File: src/hw/aps_pkg.sv
// Shared constants for the negotiation partner status register bank
package aps_pkg;
   localparam int APB_ADDR_W = 12;
   localparam int APB_DATA_W = 32;
   localparam int REG_W      = 16;

   // Register indices; the byte address is four times the index
   localparam logic [9:0] IDX_PARTNER_ABILITY = 10'h146;
   localparam logic [9:0] IDX_EXPANSION       = 10'h148;
   localparam logic [9:0] IDX_TEST            = 10'h14a;

   // Partner ability fields
   localparam int ABL_NEXT_PAGE    = 15;
   localparam int ABL_ACK          = 14;
   localparam int ABL_REMOTE_FAULT = 13;
   localparam int ABL_RSV_HI       = 12;
   localparam int ABL_RSV_LO       = 11;
   localparam int ABL_PAUSE        = 10;
   localparam int ABL_TECH_HI      = 9;
   localparam int ABL_TECH_LO      = 5;
   localparam int ABL_SEL_HI       = 4;
   localparam logic [15:0] ABILITY_MASK = 16'he7ff;
   localparam logic [15:0] ABILITY_RST  = 16'h0000;

   // Expansion fields
   localparam int EXP_RSV_LO   = 5;
   localparam int EXP_MLF      = 4;
   localparam int EXP_LP_NP    = 3;
   localparam int EXP_LOCAL_NP = 2;
   localparam int EXP_PAGE_RX  = 1;
   localparam int EXP_LP_NW    = 0;

   // Sticky expansion event slots
   localparam int EV_W    = 3;
   localparam int EV_MLF  = 2;
   localparam int EV_PAGE = 1;
   localparam int EV_NW   = 0;

   // Test register fields; visited flags sit in bits 2..0
   localparam int TST_LOOPBACK = 7;
   localparam int TST_LED_SEL  = 3;
   localparam int TST_ABD      = 2;
   localparam int TST_PDF      = 1;
   localparam int TST_LSC      = 0;
   localparam int VIS_W        = 3;
endpackage : aps_pkg

File: src/hw/aps_sync.sv
// Two-stage synchroniser for pins entering the pclk domain
`timescale 1ns/10ps
module aps_sync #(
   parameter int W = 1
) (
   input  wire logic         pclk,
   input  wire logic         presetn,
   input  wire logic [W-1:0] async_in,
   output logic      [W-1:0] sync_out
);
   typedef struct packed {
      logic [W-1:0] meta;
      logic [W-1:0] sync;
   } aps_sync_state_t;

   aps_sync_state_t st;
   aps_sync_state_t next_st;

   // The meta stage feeds only the second stage
   always_comb begin
      next_st.meta = async_in;
      next_st.sync = st.meta;
   end

   always_ff @(posedge pclk or negedge presetn) begin
      if (!presetn) begin
         st <= '0;
      end else begin
         st <= next_st;
      end
   end

   assign sync_out = st.sync;
endmodule : aps_sync

File: src/hw/aps_sticky.sv
// Bank of sticky flags where a set beats a simultaneous clear
`timescale 1ns/10ps
module aps_sticky #(
   parameter int W = 1
) (
   input  wire logic         pclk,
   input  wire logic         presetn,
   input  wire logic [W-1:0] set,
   input  wire logic [W-1:0] clr,
   output logic      [W-1:0] flags
);
   typedef struct packed {
      logic [W-1:0] flags;
   } aps_sticky_state_t;

   aps_sticky_state_t st;
   aps_sticky_state_t next_st;

   always_comb begin
      next_st = st;
      for (int i = 0; i < W; i++) begin
         if (set[i]) begin
            next_st.flags[i] = 1'b1;
         end else if (clr[i]) begin
            next_st.flags[i] = 1'b0;
         end
      end
   end

   always_ff @(posedge pclk or negedge presetn) begin
      if (!presetn) begin
         st <= '0;
      end else begin
         st <= next_st;
      end
   end

   assign flags = st.flags;
endmodule : aps_sticky

File: src/hw/aps_regs.sv
// APB register bank for negotiation partner ability, expansion and test status
`timescale 1ns/10ps
// How it works
// - Ability bit 15: partner wants next page
// - Bit 14 set by partner acknowledge from bursts, held until the next page or a restart
// - Bit 13 tracks partner remote fault
// - Bit 10 partner pause, bits 12-11 zero
// - Bits 9-5 hold partner technology abilities
// - Bits 4-0 partner selector, reset zero
// - Expansion bits 15-5 always read zero
// - Expansion bit 4 flags multiple link fault
// - Expansion bit 3: partner next page capable
// - Expansion bit 2: local next page, reset zero
// - Expansion bit 1 set on new page
// - Reading ability register clears page flag
// - Expansion bit 0: partner negotiates
// - Test bit 7 writable loopback control
// - Test bit 3 routes link pulses to LED
// - Test bit 2 records ability detect visit
// - Test bit 1 records parallel fault visit
// - Test bit 0 records link check visit
// - Restart clears partner and expansion contents except expansion bit 2 (local next page)
module aps_regs (
   input  wire logic                           pclk,
   input  wire logic                           presetn,
   input  wire logic                           psel,
   input  wire logic                           penable,
   input  wire logic                           pwrite,
   input  wire logic [aps_pkg::APB_ADDR_W-1:0] paddr,
   input  wire logic [aps_pkg::APB_DATA_W-1:0] pwdata,
   input  wire logic [3:0]                     pstrb,
   output logic      [aps_pkg::APB_DATA_W-1:0] prdata,
   output logic                                pready,
   output logic                                pslverr,
   input  wire logic [aps_pkg::REG_W-1:0]      page_word,
   input  wire logic                           page_strobe,
   input  wire logic                           partner_ack_detect,
   input  wire logic                           partner_nw_detect,
   input  wire logic                           link_fault_event,
   input  wire logic                           local_next_page_capable,
   input  wire logic                           restart_negotiation,
   input  wire logic                           phy_ctrl_reset,
   input  wire logic                           visit_ability_detect,
   input  wire logic                           visit_parallel_fault,
   input  wire logic                           visit_link_check,
   input  wire logic                           link_pulse_pin,
   input  wire logic                           normal_led,
   output logic                                negotiation_loopback,
   output logic                                first_led_output
);
   import aps_pkg::*;

   typedef struct packed {
      logic [REG_W-1:0]      ability;
      logic                  local_np;
      logic                  loopback;
      logic                  led_sel;
      logic                  led;
      logic                  fresh_page;
      logic [APB_DATA_W-1:0] rdata;
   } aps_regs_state_t;

   aps_regs_state_t st;
   aps_regs_state_t next_st;

   logic             sel_pa;
   logic             sel_exp;
   logic             sel_test;
   logic             hit;
   logic             setup;
   logic             access_wr;
   logic             access_rd;
   logic             rd_pa_access;
   logic             page_clr;
   logic             link_pulse_sync;
   logic [EV_W-1:0]  ev_set;
   logic [EV_W-1:0]  ev_clr;
   logic [EV_W-1:0]  ev_flags;
   logic [VIS_W-1:0] vis_set;
   logic [VIS_W-1:0] vis_clr;
   logic [VIS_W-1:0] visited;
   logic [REG_W-1:0] expansion_value;
   logic [REG_W-1:0] test_value;
   logic [REG_W-1:0] rd_value;

   // Address decode; misaligned addresses match nothing
   assign sel_pa   = (paddr[1:0] == 2'b00) && (paddr[APB_ADDR_W-1:2] == IDX_PARTNER_ABILITY);
   assign sel_exp  = (paddr[1:0] == 2'b00) && (paddr[APB_ADDR_W-1:2] == IDX_EXPANSION);
   assign sel_test = (paddr[1:0] == 2'b00) && (paddr[APB_ADDR_W-1:2] == IDX_TEST);
   assign hit      = sel_pa | sel_exp | sel_test;

   // Zero wait states; read data is snapshotted in the setup cycle
   assign pready    = 1'b1;
   assign pslverr   = psel & penable & ~hit;
   assign setup     = psel & ~penable;
   assign access_wr = psel & penable & pwrite;
   assign access_rd = psel & penable & ~pwrite;
   assign rd_pa_access = access_rd & sel_pa;

   // A page landing after the snapshot must not be lost by the read
   assign page_clr = rd_pa_access & ~st.fresh_page;

   aps_sync #(
      .W (1)
   ) u_pulse_sync (
      .pclk     (pclk),
      .presetn  (presetn),
      .async_in (link_pulse_pin),
      .sync_out (link_pulse_sync)
   );

   always_comb begin
      ev_set         = '0;
      ev_clr         = {EV_W{restart_negotiation}};
      ev_set[EV_MLF] = link_fault_event;
      ev_set[EV_PAGE] = page_strobe;
      ev_set[EV_NW]  = partner_nw_detect;
      ev_clr[EV_PAGE] = restart_negotiation | page_clr;
   end

   aps_sticky #(
      .W (EV_W)
   ) u_exp_flags (
      .pclk    (pclk),
      .presetn (presetn),
      .set     (ev_set),
      .clr     (ev_clr),
      .flags   (ev_flags)
   );

   always_comb begin
      vis_set          = '0;
      vis_set[TST_ABD] = visit_ability_detect;
      vis_set[TST_PDF] = visit_parallel_fault;
      vis_set[TST_LSC] = visit_link_check;
      vis_clr          = {VIS_W{phy_ctrl_reset}};
   end

   aps_sticky #(
      .W (VIS_W)
   ) u_visited (
      .pclk    (pclk),
      .presetn (presetn),
      .set     (vis_set),
      .clr     (vis_clr),
      .flags   (visited)
   );

   always_comb begin
      expansion_value               = '0;
      expansion_value[EXP_MLF]      = ev_flags[EV_MLF];
      expansion_value[EXP_LP_NP]    = st.ability[ABL_NEXT_PAGE];
      expansion_value[EXP_LOCAL_NP] = st.local_np;
      expansion_value[EXP_PAGE_RX]  = ev_flags[EV_PAGE];
      expansion_value[EXP_LP_NW]    = ev_flags[EV_NW];
      test_value                    = '0;
      test_value[TST_LOOPBACK]      = st.loopback;
      test_value[TST_LED_SEL]       = st.led_sel;
      test_value[VIS_W-1:0]         = visited;
      rd_value                      = '0;
      if (sel_pa) begin
         rd_value = st.ability;
      end else if (sel_exp) begin
         rd_value = expansion_value;
      end else if (sel_test) begin
         rd_value = test_value;
      end
   end

   always_comb begin
      next_st          = st;
      next_st.local_np = local_next_page_capable;
      next_st.led      = st.led_sel ? link_pulse_sync : normal_led;
      if (setup) begin
         next_st.rdata      = {{(APB_DATA_W-REG_W){1'b0}}, rd_value};
         next_st.fresh_page = page_strobe;
      end else if (page_strobe) begin
         next_st.fresh_page = 1'b1;
      end
      // Only the two control bits of the test register accept writes
      if (access_wr && sel_test && pstrb[0]) begin
         next_st.loopback = pwdata[TST_LOOPBACK];
         next_st.led_sel  = pwdata[TST_LED_SEL];
      end
      if (partner_ack_detect) begin
         next_st.ability[ABL_ACK] = 1'b1;
      end
      if (restart_negotiation) begin
         next_st.ability = ABILITY_RST;
      end
      // A fresh base page outranks a restart in the same cycle
      if (page_strobe) begin
         next_st.ability = page_word & ABILITY_MASK;
      end
   end

   always_ff @(posedge pclk or negedge presetn) begin
      if (!presetn) begin
         st <= '0;
      end else begin
         st <= next_st;
      end
   end

   assign prdata               = st.rdata;
   assign negotiation_loopback = st.loopback;
   assign first_led_output     = st.led;
endmodule : aps_regs

File: config.mk
export PLATFORM = sky130hd
export DESIGN_NAME = aps_regs
export DESIGN_NICKNAME = d
export VERILOG_FILES = /design/src/hw/aps_pkg.sv /design/src/hw/aps_sync.sv /design/src/hw/aps_sticky.sv /design/src/hw/aps_regs.sv
export SDC_FILE = /design/constraint.sdc
export NUM_CORES = 1
export LEC_CHECK = 0
export ABC_AREA = 1
export ABC_CLOCK_PERIOD_IN_PS = 1250
export BUFFER_PORTS_ARGS = -buffer_cell sky130_fd_sc_hd__buf_2
export CAP_MARGIN = 20
export CELL_PAD_IN_SITES_DETAIL_PLACEMENT = 2
export CELL_PAD_IN_SITES_GLOBAL_PLACEMENT = 2
export CORE_MARGIN = 2
export CORE_UTILIZATION = 24
export DETAILED_ROUTE_END_ITERATION = 10
export GPL_TIMING_DRIVEN = 0
export PLACE_DENSITY_LB_ADDON = 0.08
export SETUP_SLACK_MARGIN = 0.4
export SLEW_MARGIN = 5
export SYNTH_ARGS = -nofsm -noshare
export SYNTH_HDL_FRONTEND = slang
export SYNTH_SLANG_ARGS = --single-unit
File: constraint.sdc
create_clock -name pclk -period 1.25 [get_ports pclk]
set_clock_uncertainty 0.05 [all_clocks]
set_input_delay 0.25 -clock pclk [delete_from_list [all_inputs] [get_ports pclk]]
set_output_delay 0.25 -clock pclk [all_outputs]
set_load 0.01 [all_outputs]
== Word-level counts from Yosys, hierarchy flattened ==
Index checks and enable logic that the tools add are counted.

* Equal/unequal tests: 3
* Reduce and logical (&&, ||, !) cells: 15
* Multiplexer cells: 18
* Bitwise gates (word level): 14

{| class="wikitable"
|+ Operator list
! cell !! number
|-
| 16-bit 2-to-1 mux || 3
|-
| 10-bit by 9-bit == test with 1-bit output (second input constant) || 3
|-
| 8-bit 2-to-1 mux || 2
|-
| 2-bit nonzero test || 8
|-
| 1-bit 2-to-1 mux || 13
|-
| 1-bit AND || 7
|-
| 1-bit logical AND || 5
|-
| 1-bit inverter || 4
|-
| 1-bit bitwise OR || 3
|-
| 3-bit nonzero test || 1
|-
| 2-bit zero test || 1
|}

* Bits in registers: 45
* Word-level logic and storage cells: 66
* Output and inout bits: 36
* Bits of input ports: 81

== Depth between registers and ports, before layout ==
Gate-level depths: netlist of run 1.

* Word-level depth: 7
* Gate-level depth with buffers: 10
* Gate-level depth less buffers: 9

== Hierarchy ==
From an unflattened synthesis of run 1, not the netlist that was laid out.

* Cell total of the unflattened synthesis: 268
* Area, all modules: 2223.4 um2

{| class="wikitable"
|+ By module, submodules not included
! module !! cells each !! area each (um2) !! seq. area each (um2) !! times used
|-
| aps_regs || 236 || 1933.1 || 850.8 || 1
|-
| aps_sticky || 15 || 120.1 || 75.1 || 2
|-
| aps_sync || 2 || 50.0 || 50.0 || 1
|}

== Worst setup path before layout of run 1 ==
OpenSTA, ideal clock, no wires.

* Kind: in2out
* From: input paddr[0] in the netlist's numbering
* To: output pslverr
* Path buffers: 0
* Arrival time: 0.958 ns
* Setup slack: -0.008 ns
* Required time: 0.950 ns
* Stages: 6
* Cells stage by stage: inv_2 -> nand2_2 -> nor2_4 -> nand3_1 -> nand2_1 -> nor3_1

* Cells in the longest elaborated chain, start to end: 6
* Elaborated cells between the ends (all ways): 8
* Classes of those cells: bitwise (4); reduce/logical (4)

{| class="wikitable"
|+ Ends and longest elaborated chain
! element !! line !! text
|-
| start: declaration || aps_regs.sv:29 || <nowiki>input wire logic [aps_pkg::APB_ADDR_W-1:0] paddr,</nowiki>
|-
| 2-bit zero test (*) || aps_regs.sv:87, aps_regs.sv:88, aps_regs.sv:89 ||
|-
| 1-bit logical AND (on tied branches) || aps_regs.sv:87, aps_regs.sv:88 ||
|-
| 1-bit bitwise OR || aps_regs.sv:90 || <nowiki>assign hit = sel_pa | sel_exp | sel_test;</nowiki>
|-
| 1-bit bitwise OR (*) || aps_regs.sv:90 ||
|-
| 1-bit inverter (*) || aps_regs.sv:94 || <nowiki>assign pslverr = psel & penable & ~hit;</nowiki>
|-
| 1-bit AND (*) || aps_regs.sv:94 ||
|-
| end: declaration || aps_regs.sv:34 || <nowiki>output logic pslverr,</nowiki>
|}

Every way passes the cells marked *; elsewhere a longest branch is shown, timed or not.

== Worst setup path in the final report of run 1 ==
* From: input paddr[1] in the netlist's numbering
* To: output pslverr

The elaborated chain is that of the path after synthesis.

==> results.rst, run 1 <==
.. list-table::
   :header-rows: 1

   * - Metric
     - Value
   * - DP Wirelength
     - 4500 um
   * - Total of flip-flops plus latches after synthesis
     - 42
   * - Busiest layer in global routing
     - met2
   * - Cell area after synthesis
     - 2240 um2
   * - Number of cell rows
     - 35
   * - Register-to-register setup slack
     - 190 ps
   * - Final worst-path cycle share
     - 1.11
   * - Maximum single-stage delay on the critical path
     - 190 ps
   * - Max-capacitance violation count
     - 0
   * - Post-synthesis area per instance
     - 8.69 um2
   * - Via count of the first global-routing pass
     - 2063
   * - Sw Share
     - 0.272
   * - Initial Utilization
     - 0.245
   * - Distinct cell type count after synthesis
     - 27
   * - Filler Cell Count
     - 1009
   * - Number of CTS-inserted buffers
     - 5
   * - Post-layout worst setup margin
     - -143 ps
   * - Final number of setup-violating endpoints
     - 1
   * - Launch point of the worst path
     - paddr[1]
   * - Power dissipated by switching net loads
     - 0.000758 W
   * - Depth of the CTS H-tree
     - 2
   * - Worst Hold Margin
     - -101 ps
   * - Biggest fanout along the worst timing path
     - 3
   * - Layout Nets
     - 460
   * - TritonCTS Sinks
     - 42
   * - Critical Setup Path Class
     - input pin to primary output
   * - Height of the die
     - 101 um
   * - Power per unit of standard cell area
     - 764 nW/um2
   * - R2R cell count
     - 6
   * - Met1 GRT Util
     - 0.158
   * - Port Buffer Count
     - 63
   * - Type of the worst min-delay path
     - input pin to async pin
   * - Critical path buffer and inverter count
     - 4
   * - Share of synthesized area occupied by flip-flops and latches
     - 0.469
   * - Antenna cells
     - 0
   * - Detailed-route DRC error count
     - 0
   * - Global routing met3 resource utilization
     - 0.0222
   * - Post-DRT Antenna Nets
     - 0
   * - Number of search-and-repair iterations in the first detailed-routing pass
     - 2
   * - Static Leak
     - 1.93 nW
   * - Standard cell core area
     - 9150 um2
   * - Synthesis Warnings
     - 0
   * - Multi-input combinational cell area
     - 1040 um2
   * - FF/Latch Area
     - 1050 um2
   * - Pre-CTS WS
     - -321 ps
   * - CP Capture Type
     - primary output
   * - Flop pwr share
     - 0.517
   * - Post-Syn Instances
     - 258
   * - Logic pwr share
     - 0.181
   * - Internal power of the cells
     - 0.00203 W
   * - Overall track demand over capacity in global routing
     - 0.128
   * - Total die area
     - 10100 um2
   * - Number of placed I/O pins
     - 117
   * - Dominant delay contributor by cell family on the critical path
     - buffers and inverters
   * - Unrepaired setup endpoints after global routing
     - yes
   * - Crit path arrival time
     - 1090 ps
   * - Commonest non-fill, non-tap cells in the layout
     - 52 x sky130_fd_sc_hd__nand2_1, 47 x sky130_fd_sc_hd__buf_4, 43 x sky130_fd_sc_hd__buf_2
   * - Insertion delay of the later-clocked pin in the worst-skew pair
     - 290 ps
   * - Result of the run
     - finished, violations left
   * - Number of pins exceeding their max-slew limit in the final report
     - 0
   * - Highest achievable clock rate
     - 718 MHz
   * - Remaining max-slew budget at the tightest pin
     - 0.616
   * - DR iter-0 viols
     - 29
   * - Routed vias
     - 2052
   * - Number of buffers between clock root and the deepest sink
     - 2
   * - Weighted congestion reported at the end of routability-driven placement
     - 0.686
   * - Max rail drop VDD
     - 0.303 mV
   * - Antenna violations before repair
     - 0
   * - Post-Route WL
     - 6680 um
   * - Clock slew seen by the registers of the worst setup and hold paths
     - 80 ps
   * - Worst r2r src
     - negotiation_loopback
   * - Clock tree from TritonCTS
     - done
   * - Commonest non-fill, non-tap cell in the layout
     - sky130_fd_sc_hd__nand2_1
   * - Share of power burned in the clock network
     - 0.302
   * - GR Layer Usage met2
     - 0.227
   * - Slew @ Worst Pin
     - 576 ps
   * - Final Hold Vio Count
     - 42
   * - Library cell contributing the largest single delay on the critical path
     - sky130_fd_sc_hd__nor3b_4
   * - Post-detailed-route via-to-cell ratio
     - 4.19
   * - P&R area growth vs syn
     - 63.0%
   * - Endpoint required time on the critical path
     - 950 ps
   * - CTS Root Buffer Type
     - sky130_fd_sc_hd__clkbuf_8
   * - Fraction of final layout cells with drive strength greater than 1
     - 0.528
   * - Aggregate global routing overflow
     - 0
   * - WL/cell
     - 13.6 um
   * - Min cycle time layout
     - 1390 ps
   * - Critical Path Start Type
     - input pin
   * - Maximum number of pins on one net before global-route repair
     - 43
   * - Global-route wire length before repair
     - 9980 um
   * - Critical register-to-register path endpoint
     - prdata[7]
   * - Die X-Extent
     - 101 um
   * - Ordered cell list for the critical path
     - buf_12 > inv_16 > nand2_8 > nor2_8 > nor3b_4 > buf_6 > nor3_4 > buf_2
   * - Failing checks
     - hold timing, setup timing
-- sequential cells by signal, indices dropped and copies added, names as in the netlist --
name,count
expansion_value,2
first_led_output,1
negotiation_loopback,1
prdata,15
st,15
u_exp_flags.flags,3
u_pulse_sync.next_st,1
u_pulse_sync.sync_out,1
u_visited.flags,3
-- cells by family (layout without fill, tap and decap cells) --
kind of cell,after synthesis,after routing,synth area share
and+or+nand+nor,111,111,0.232
other,2,17,0.00335
DFF,42,42,0.469
buffers and inverters,73,179,0.188
AOI/OAI and AO/OA,30,30,0.108
-- power groups by stage --
| stage | logic (W) | registers [W] | clock network (W) |
|---|---|---|---|
| finish | 0.000504 | 0.00144 | 0.000842 |
| global route | 0.000558 | 0.00145 | 0.000930 |
| CTS | 0.000457 | 0.00144 | 0.000877 |
| detailed placement | 0.000419 | 0.00147 | 0 |
| global placement | 0.000411 | 0.00146 | 0 |
| floorplan | 0.000252 | 0.00146 | 0 |
-- per-stage QoR --
stage          TNS, ps  std cells   util  area (um2)  total power, W
2_1_floorplan        0        273      -        2400         0.00171
3_3_place_gp     -1910        447  0.312        2860         0.00188
3_5_place_dp     -2380        447  0.312        2860         0.00189
4_1_cts           -161        469  0.361        3300         0.00277
5_1_grt           -339        490  0.399        3650         0.00294
6_report          -143        490  0.399        3650         0.00279
-- cells in the mapped netlist, drive strengths merged --
cell type   n  area, um2
o21ai      11       55.1
o31ai       7       87.6
dfrtp      42       1050
o211ai      1       12.5
or2         1       6.26
nor2       24        129
conb        2       7.51
o21bai      5       37.5
nor3b       1       18.8
nor3        1       5.00
buf        37        287
inv        34        128
a22o        5       43.8
nand3      12       72.6
nand4       1       6.26
nand2      71        282
clkbuf      2       7.51
a21oi       1       5.00
-- routing by layer --
| metal | wire length [um] | vias to the layer above |
|---|---|---|
| met5 | 0 | - |
| met4 | 85 | 0 |
| met3 | 221 | 5 |
| met2 | 3530 | 48 |
| met1 | 2840 | 1008 |
| li1 | - | 991 |
-- cell type report --
class,count,share of cell area
Clock buffer,7,0.0209
Buffer,39,0.106
Multi-Input combinational cell,158,0.286
Tap cell,111,0.0380
Sequential cell,42,0.288
Inverter,34,0.0456
Timing Repair Buffer,99,0.215
-- worst max-delay path by stage --
stage,end,slack [ps],depth (start not counted)
after floorplan,negotiation_loopback,120,7
after global placement,pslverr,-300,8
after detailed placement,pslverr,-320,7
after CTS,pslverr,-150,8
after global routing,pslverr,-190,8
final,pslverr,-140,8
-- worst register-to-register path: stages, from the launching register on --
cell,delay [ps]
sky130_fd_sc_hd__dfrtp_1,390
sky130_fd_sc_hd__buf_4,140
sky130_fd_sc_hd__buf_4,130
sky130_fd_sc_hd__nand3_1,70
sky130_fd_sc_hd__nand3_1,80
sky130_fd_sc_hd__nand2_1,70
sky130_fd_sc_hd__inv_1,40
-- what timing repair did --
item / 4_1_cts / 5_1_grt
gates resized for setup: 55 / 39
setup buffers: 15 / 18
cloned: 0 / 2
setup endpoints to repair: 79 / 38
pin swaps: 8 / 18
hold endpoints to repair: 42 / 43
Note: power is estimated with default switching activity, not from simulation.
==> run 2, diff against run 1 <==
- ABC_CLOCK_PERIOD_IN_PS: 1250 -> 1300
- PLACE_DENSITY_LB_ADDON: 0.08 -> 0.1
- clock period: 1.25 -> 1.3 ns (I/O delays scaled with it)
==> run 2 against run 1 <==
  * The run ends with setup timing left
  * Sequential power decreased by 3%
  * Clock power increased by 27%
  * Power increased by 4.1%
  * Highest routed layer unchanged
  * Via count decreased by 3.2%
  * Design area shrank 3.2%
  * Global-route usage grew 0.45 points
  * Count of clock-buffer cells in the layout fell by 1
  * Die area unchanged
  * Critical path depth is the same
  * Routed wire length shrank 5.9%
  * Combinational power is 11% lower
==> results.rst, run 2 (same netlist as run 1, synthesis figures left out) <==
.. list-table::
   :header-rows: 1

   * - Metric
     - Value
   * - Port Buffer Count
     - 63 (unchanged)
   * - Post-layout worst setup margin
     - -137 ps (was -143 ps)
   * - CP Capture Type
     - primary output (unchanged)
   * - Via count of the first global-routing pass
     - 2121 (was 2063)
   * - Commonest non-fill, non-tap cells in the layout
     - 57 x sky130_fd_sc_hd__nand2_1, 44 x sky130_fd_sc_hd__buf_2, 42 x sky130_fd_sc_hd__dfrtp_1 (was 52 x sky130_fd_sc_hd__nand2_1, 47 x sky130_fd_sc_hd__buf_4, 43 x sky130_fd_sc_hd__buf_2)
   * - Power per unit of standard cell area
     - 821 nW/um2 (was 764 nW/um2)
   * - DR iter-0 viols
     - 44 (was 29)
   * - Post-DRT Antenna Nets
     - 0 (unchanged)
   * - Overall track demand over capacity in global routing
     - 0.132 (was 0.128)
   * - End point of the worst hold path
     - u_pulse_sync.next_st[0]
   * - Weighted congestion reported at the end of routability-driven placement
     - 0.678 (was 0.686)
   * - Number of cells traversed by the worst hold path
     - 1
   * - Number of CTS-inserted buffers
     - 5 (unchanged)
   * - Setup TNS
     - -137 ps (was -143 ps)
   * - Fraction of final layout cells with drive strength greater than 1
     - 0.495 (was 0.528)
   * - Number of cell rows
     - 35 (unchanged)
   * - R2R cell count
     - 5 (was 6)
   * - Critical register-to-register path endpoint
     - prdata[7] (unchanged)
   * - Commonest non-fill, non-tap cell in the layout
     - sky130_fd_sc_hd__nand2_1 (unchanged)
   * - Failing checks
     - setup timing (was hold timing, setup timing)
   * - Clock slew seen by the registers of the worst setup and hold paths
     - 80 ps (about the same)
   * - Worst Hold Margin
     - 21.5 ps (was -101 ps)
   * - Routed vias
     - 1986 (was 2052)
   * - Flop pwr share
     - 0.478 (was 0.517)
   * - Result of the run
     - finished, violations left (unchanged)
   * - Unrepaired setup endpoints after global routing
     - yes (unchanged)
   * - Antenna cells
     - 0 (unchanged)
   * - Height of the die
     - 101 um (unchanged)
   * - Final Hold Vio Count
     - 0 (was 42)
   * - Static Leak
     - 1.91 nW (was 1.93 nW)
   * - CTS Root Buffer Type
     - sky130_fd_sc_hd__clkbuf_8 (unchanged)
   * - Critical Path Start Type
     - input pin (unchanged)
   * - Critical Setup Path Class
     - input pin to primary output (unchanged)
   * - Standard cell core area
     - 9150 um2 (unchanged)
   * - Post-Route WL
     - 6280 um (was 6680 um)
   * - Number of buffers between clock root and the deepest sink
     - 2 (unchanged)
   * - Initial Utilization
     - 0.245 (unchanged)
   * - TritonCTS Sinks
     - 42 (unchanged)
   * - Register-to-register setup slack
     - 290 ps (was 190 ps)
   * - Crit path arrival time
     - 1130 ps (was 1090 ps)
   * - GR Layer Usage met2
     - 0.226 (was 0.227)
   * - Type of the worst min-delay path
     - input pin to flop (was input pin to async pin)
   * - Total die area
     - 10100 um2 (unchanged)
   * - Antenna violations before repair
     - 0 (unchanged)
   * - Depth of the CTS H-tree
     - 2 (unchanged)
   * - Global-route wire length before repair
     - 10400 um (was 9980 um)
   * - Max-capacitance violation count
     - 0 (unchanged)
   * - Detailed-route DRC error count
     - 0 (unchanged)
   * - Aggregate global routing overflow
     - 0 (unchanged)
   * - Highest achievable clock rate
     - 696 MHz
   * - Logic pwr share
     - 0.155 (was 0.181)
   * - Maximum number of pins on one net before global-route repair
     - 43 (unchanged)
   * - Layout Nets
     - 453 (was 460)
   * - Post-detailed-route via-to-cell ratio
     - 4.11 (was 4.19)
   * - Number of placed I/O pins
     - 117 (unchanged)
   * - Met1 GRT Util
     - 0.172 (was 0.158)
   * - Power dissipated by switching net loads
     - 0.000726 W (was 0.000758 W)
   * - Final number of setup-violating endpoints
     - 1 (unchanged)
   * - WL/cell
     - 13.0 um (was 13.6 um)
   * - DP Wirelength
     - 4450 um (was 4500 um)
   * - Busiest layer in global routing
     - met2 (unchanged)
   * - Final worst-path cycle share
     - 1.11
   * - Number of pins exceeding their max-slew limit in the final report
     - 0 (unchanged)
   * - Clock tree from TritonCTS
     - done (unchanged)
   * - Number of search-and-repair iterations in the first detailed-routing pass
     - 4 (was 2)
   * - Insertion delay of the later-clocked pin in the worst-skew pair
     - 290 ps (about the same)
   * - Internal power of the cells
     - 0.00218 W (was 0.00203 W)
   * - Min cycle time layout
     - 1440 ps
   * - Source of the worst hold timing path
     - link_pulse_pin
   * - Global routing met3 resource utilization
     - 0.0222 (unchanged)
   * - Sw Share
     - 0.250 (was 0.272)
   * - Worst r2r src
     - negotiation_loopback (unchanged)
   * - Endpoint required time on the critical path
     - 990 ps (was 950 ps)
   * - P&R area growth vs syn
     - 57.8% (was 63.0%)
   * - Die X-Extent
     - 101 um (unchanged)
   * - Biggest fanout along the worst timing path
     - 3 (unchanged)
   * - Share of power burned in the clock network
     - 0.367 (was 0.302)
   * - Max rail drop VDD
     - 0.374 mV (was 0.303 mV)
run 2: cell type report:
cell class              instances  area [um2]
flip-flops and latches         42        1050
plain buffers                  39         387
clock buffers                   6        82.6
repair buffers                 92         703
well taps                     111         139
clock inverters                 1        30.0
fillers                      1064        5620
inverters                      34         159
multi-input cells             158         986
run 2: worst max-delay path: stages:
cell                      delay [ps]
sky130_fd_sc_hd__buf_6            90
sky130_fd_sc_hd__inv_4            50
sky130_fd_sc_hd__nand2_4          60
sky130_fd_sc_hd__nor2_8          140
sky130_fd_sc_hd__nor3b_4         210
sky130_fd_sc_hd__buf_6           140
sky130_fd_sc_hd__nor3_4           30
sky130_fd_sc_hd__buf_2           140
run 2: power groups by stage:
stage / logic, W / clock network (W) / registers (W)
finish: 0.000451 / 0.00107 / 0.00139
global placement: 0.000391 / 0 / 0.00141
floorplan: 0.000241 / 0 / 0.00140
CTS: 0.000430 / 0.00110 / 0.00139
global route: 0.000504 / 0.00115 / 0.00140
detailed placement: 0.000399 / 0 / 0.00141
run 2: worst max path at each step:
| stage | startpoint | end | cells after the start |
|---|---|---|---|
| final | paddr[2] | pslverr | 8 |
| after global routing | paddr[2] | pslverr | 8 |
| after CTS | paddr[2] | pslverr | 8 |
| after detailed placement | paddr[1] | pslverr | 7 |
| after global placement | paddr[1] | pslverr | 7 |
| after floorplan | paddr[1] | pslverr | 5 |
run 2: routing by layer:
metal	part of all wire	vias up
li1	-	973
met1	0.45	955
met2	0.50	51
met3	0.038	7
met4	0.013	0
met5	0	-
run 2: through the flow:
step | util | power (W) | setup WS (ps) | area [um2] | cells
floorplan | - | 0.00165 | 148 | 2400 | 273
global placement | 0.312 | 0.00180 | -271 | 2850 | 447
detailed placement | 0.312 | 0.00181 | -305 | 2850 | 447
CTS | 0.365 | 0.00291 | -126 | 3340 | 469
global route | 0.386 | 0.00304 | -190 | 3540 | 483
finish | 0.386 | 0.00291 | -137 | 3540 | 483
run 2: what timing repair did:
| action | 4_1_cts | 5_1_grt |
|---|---|---|
| hold buffers | 0 | 2 |
| hold endpoints to repair | 0 | 5 |
| gates resized for setup | 53 | 17 |
| pin swaps | 7 | 5 |
| endpoints found under the setup margin | 36 | 37 |
| buffers inserted | 15 | 11 |
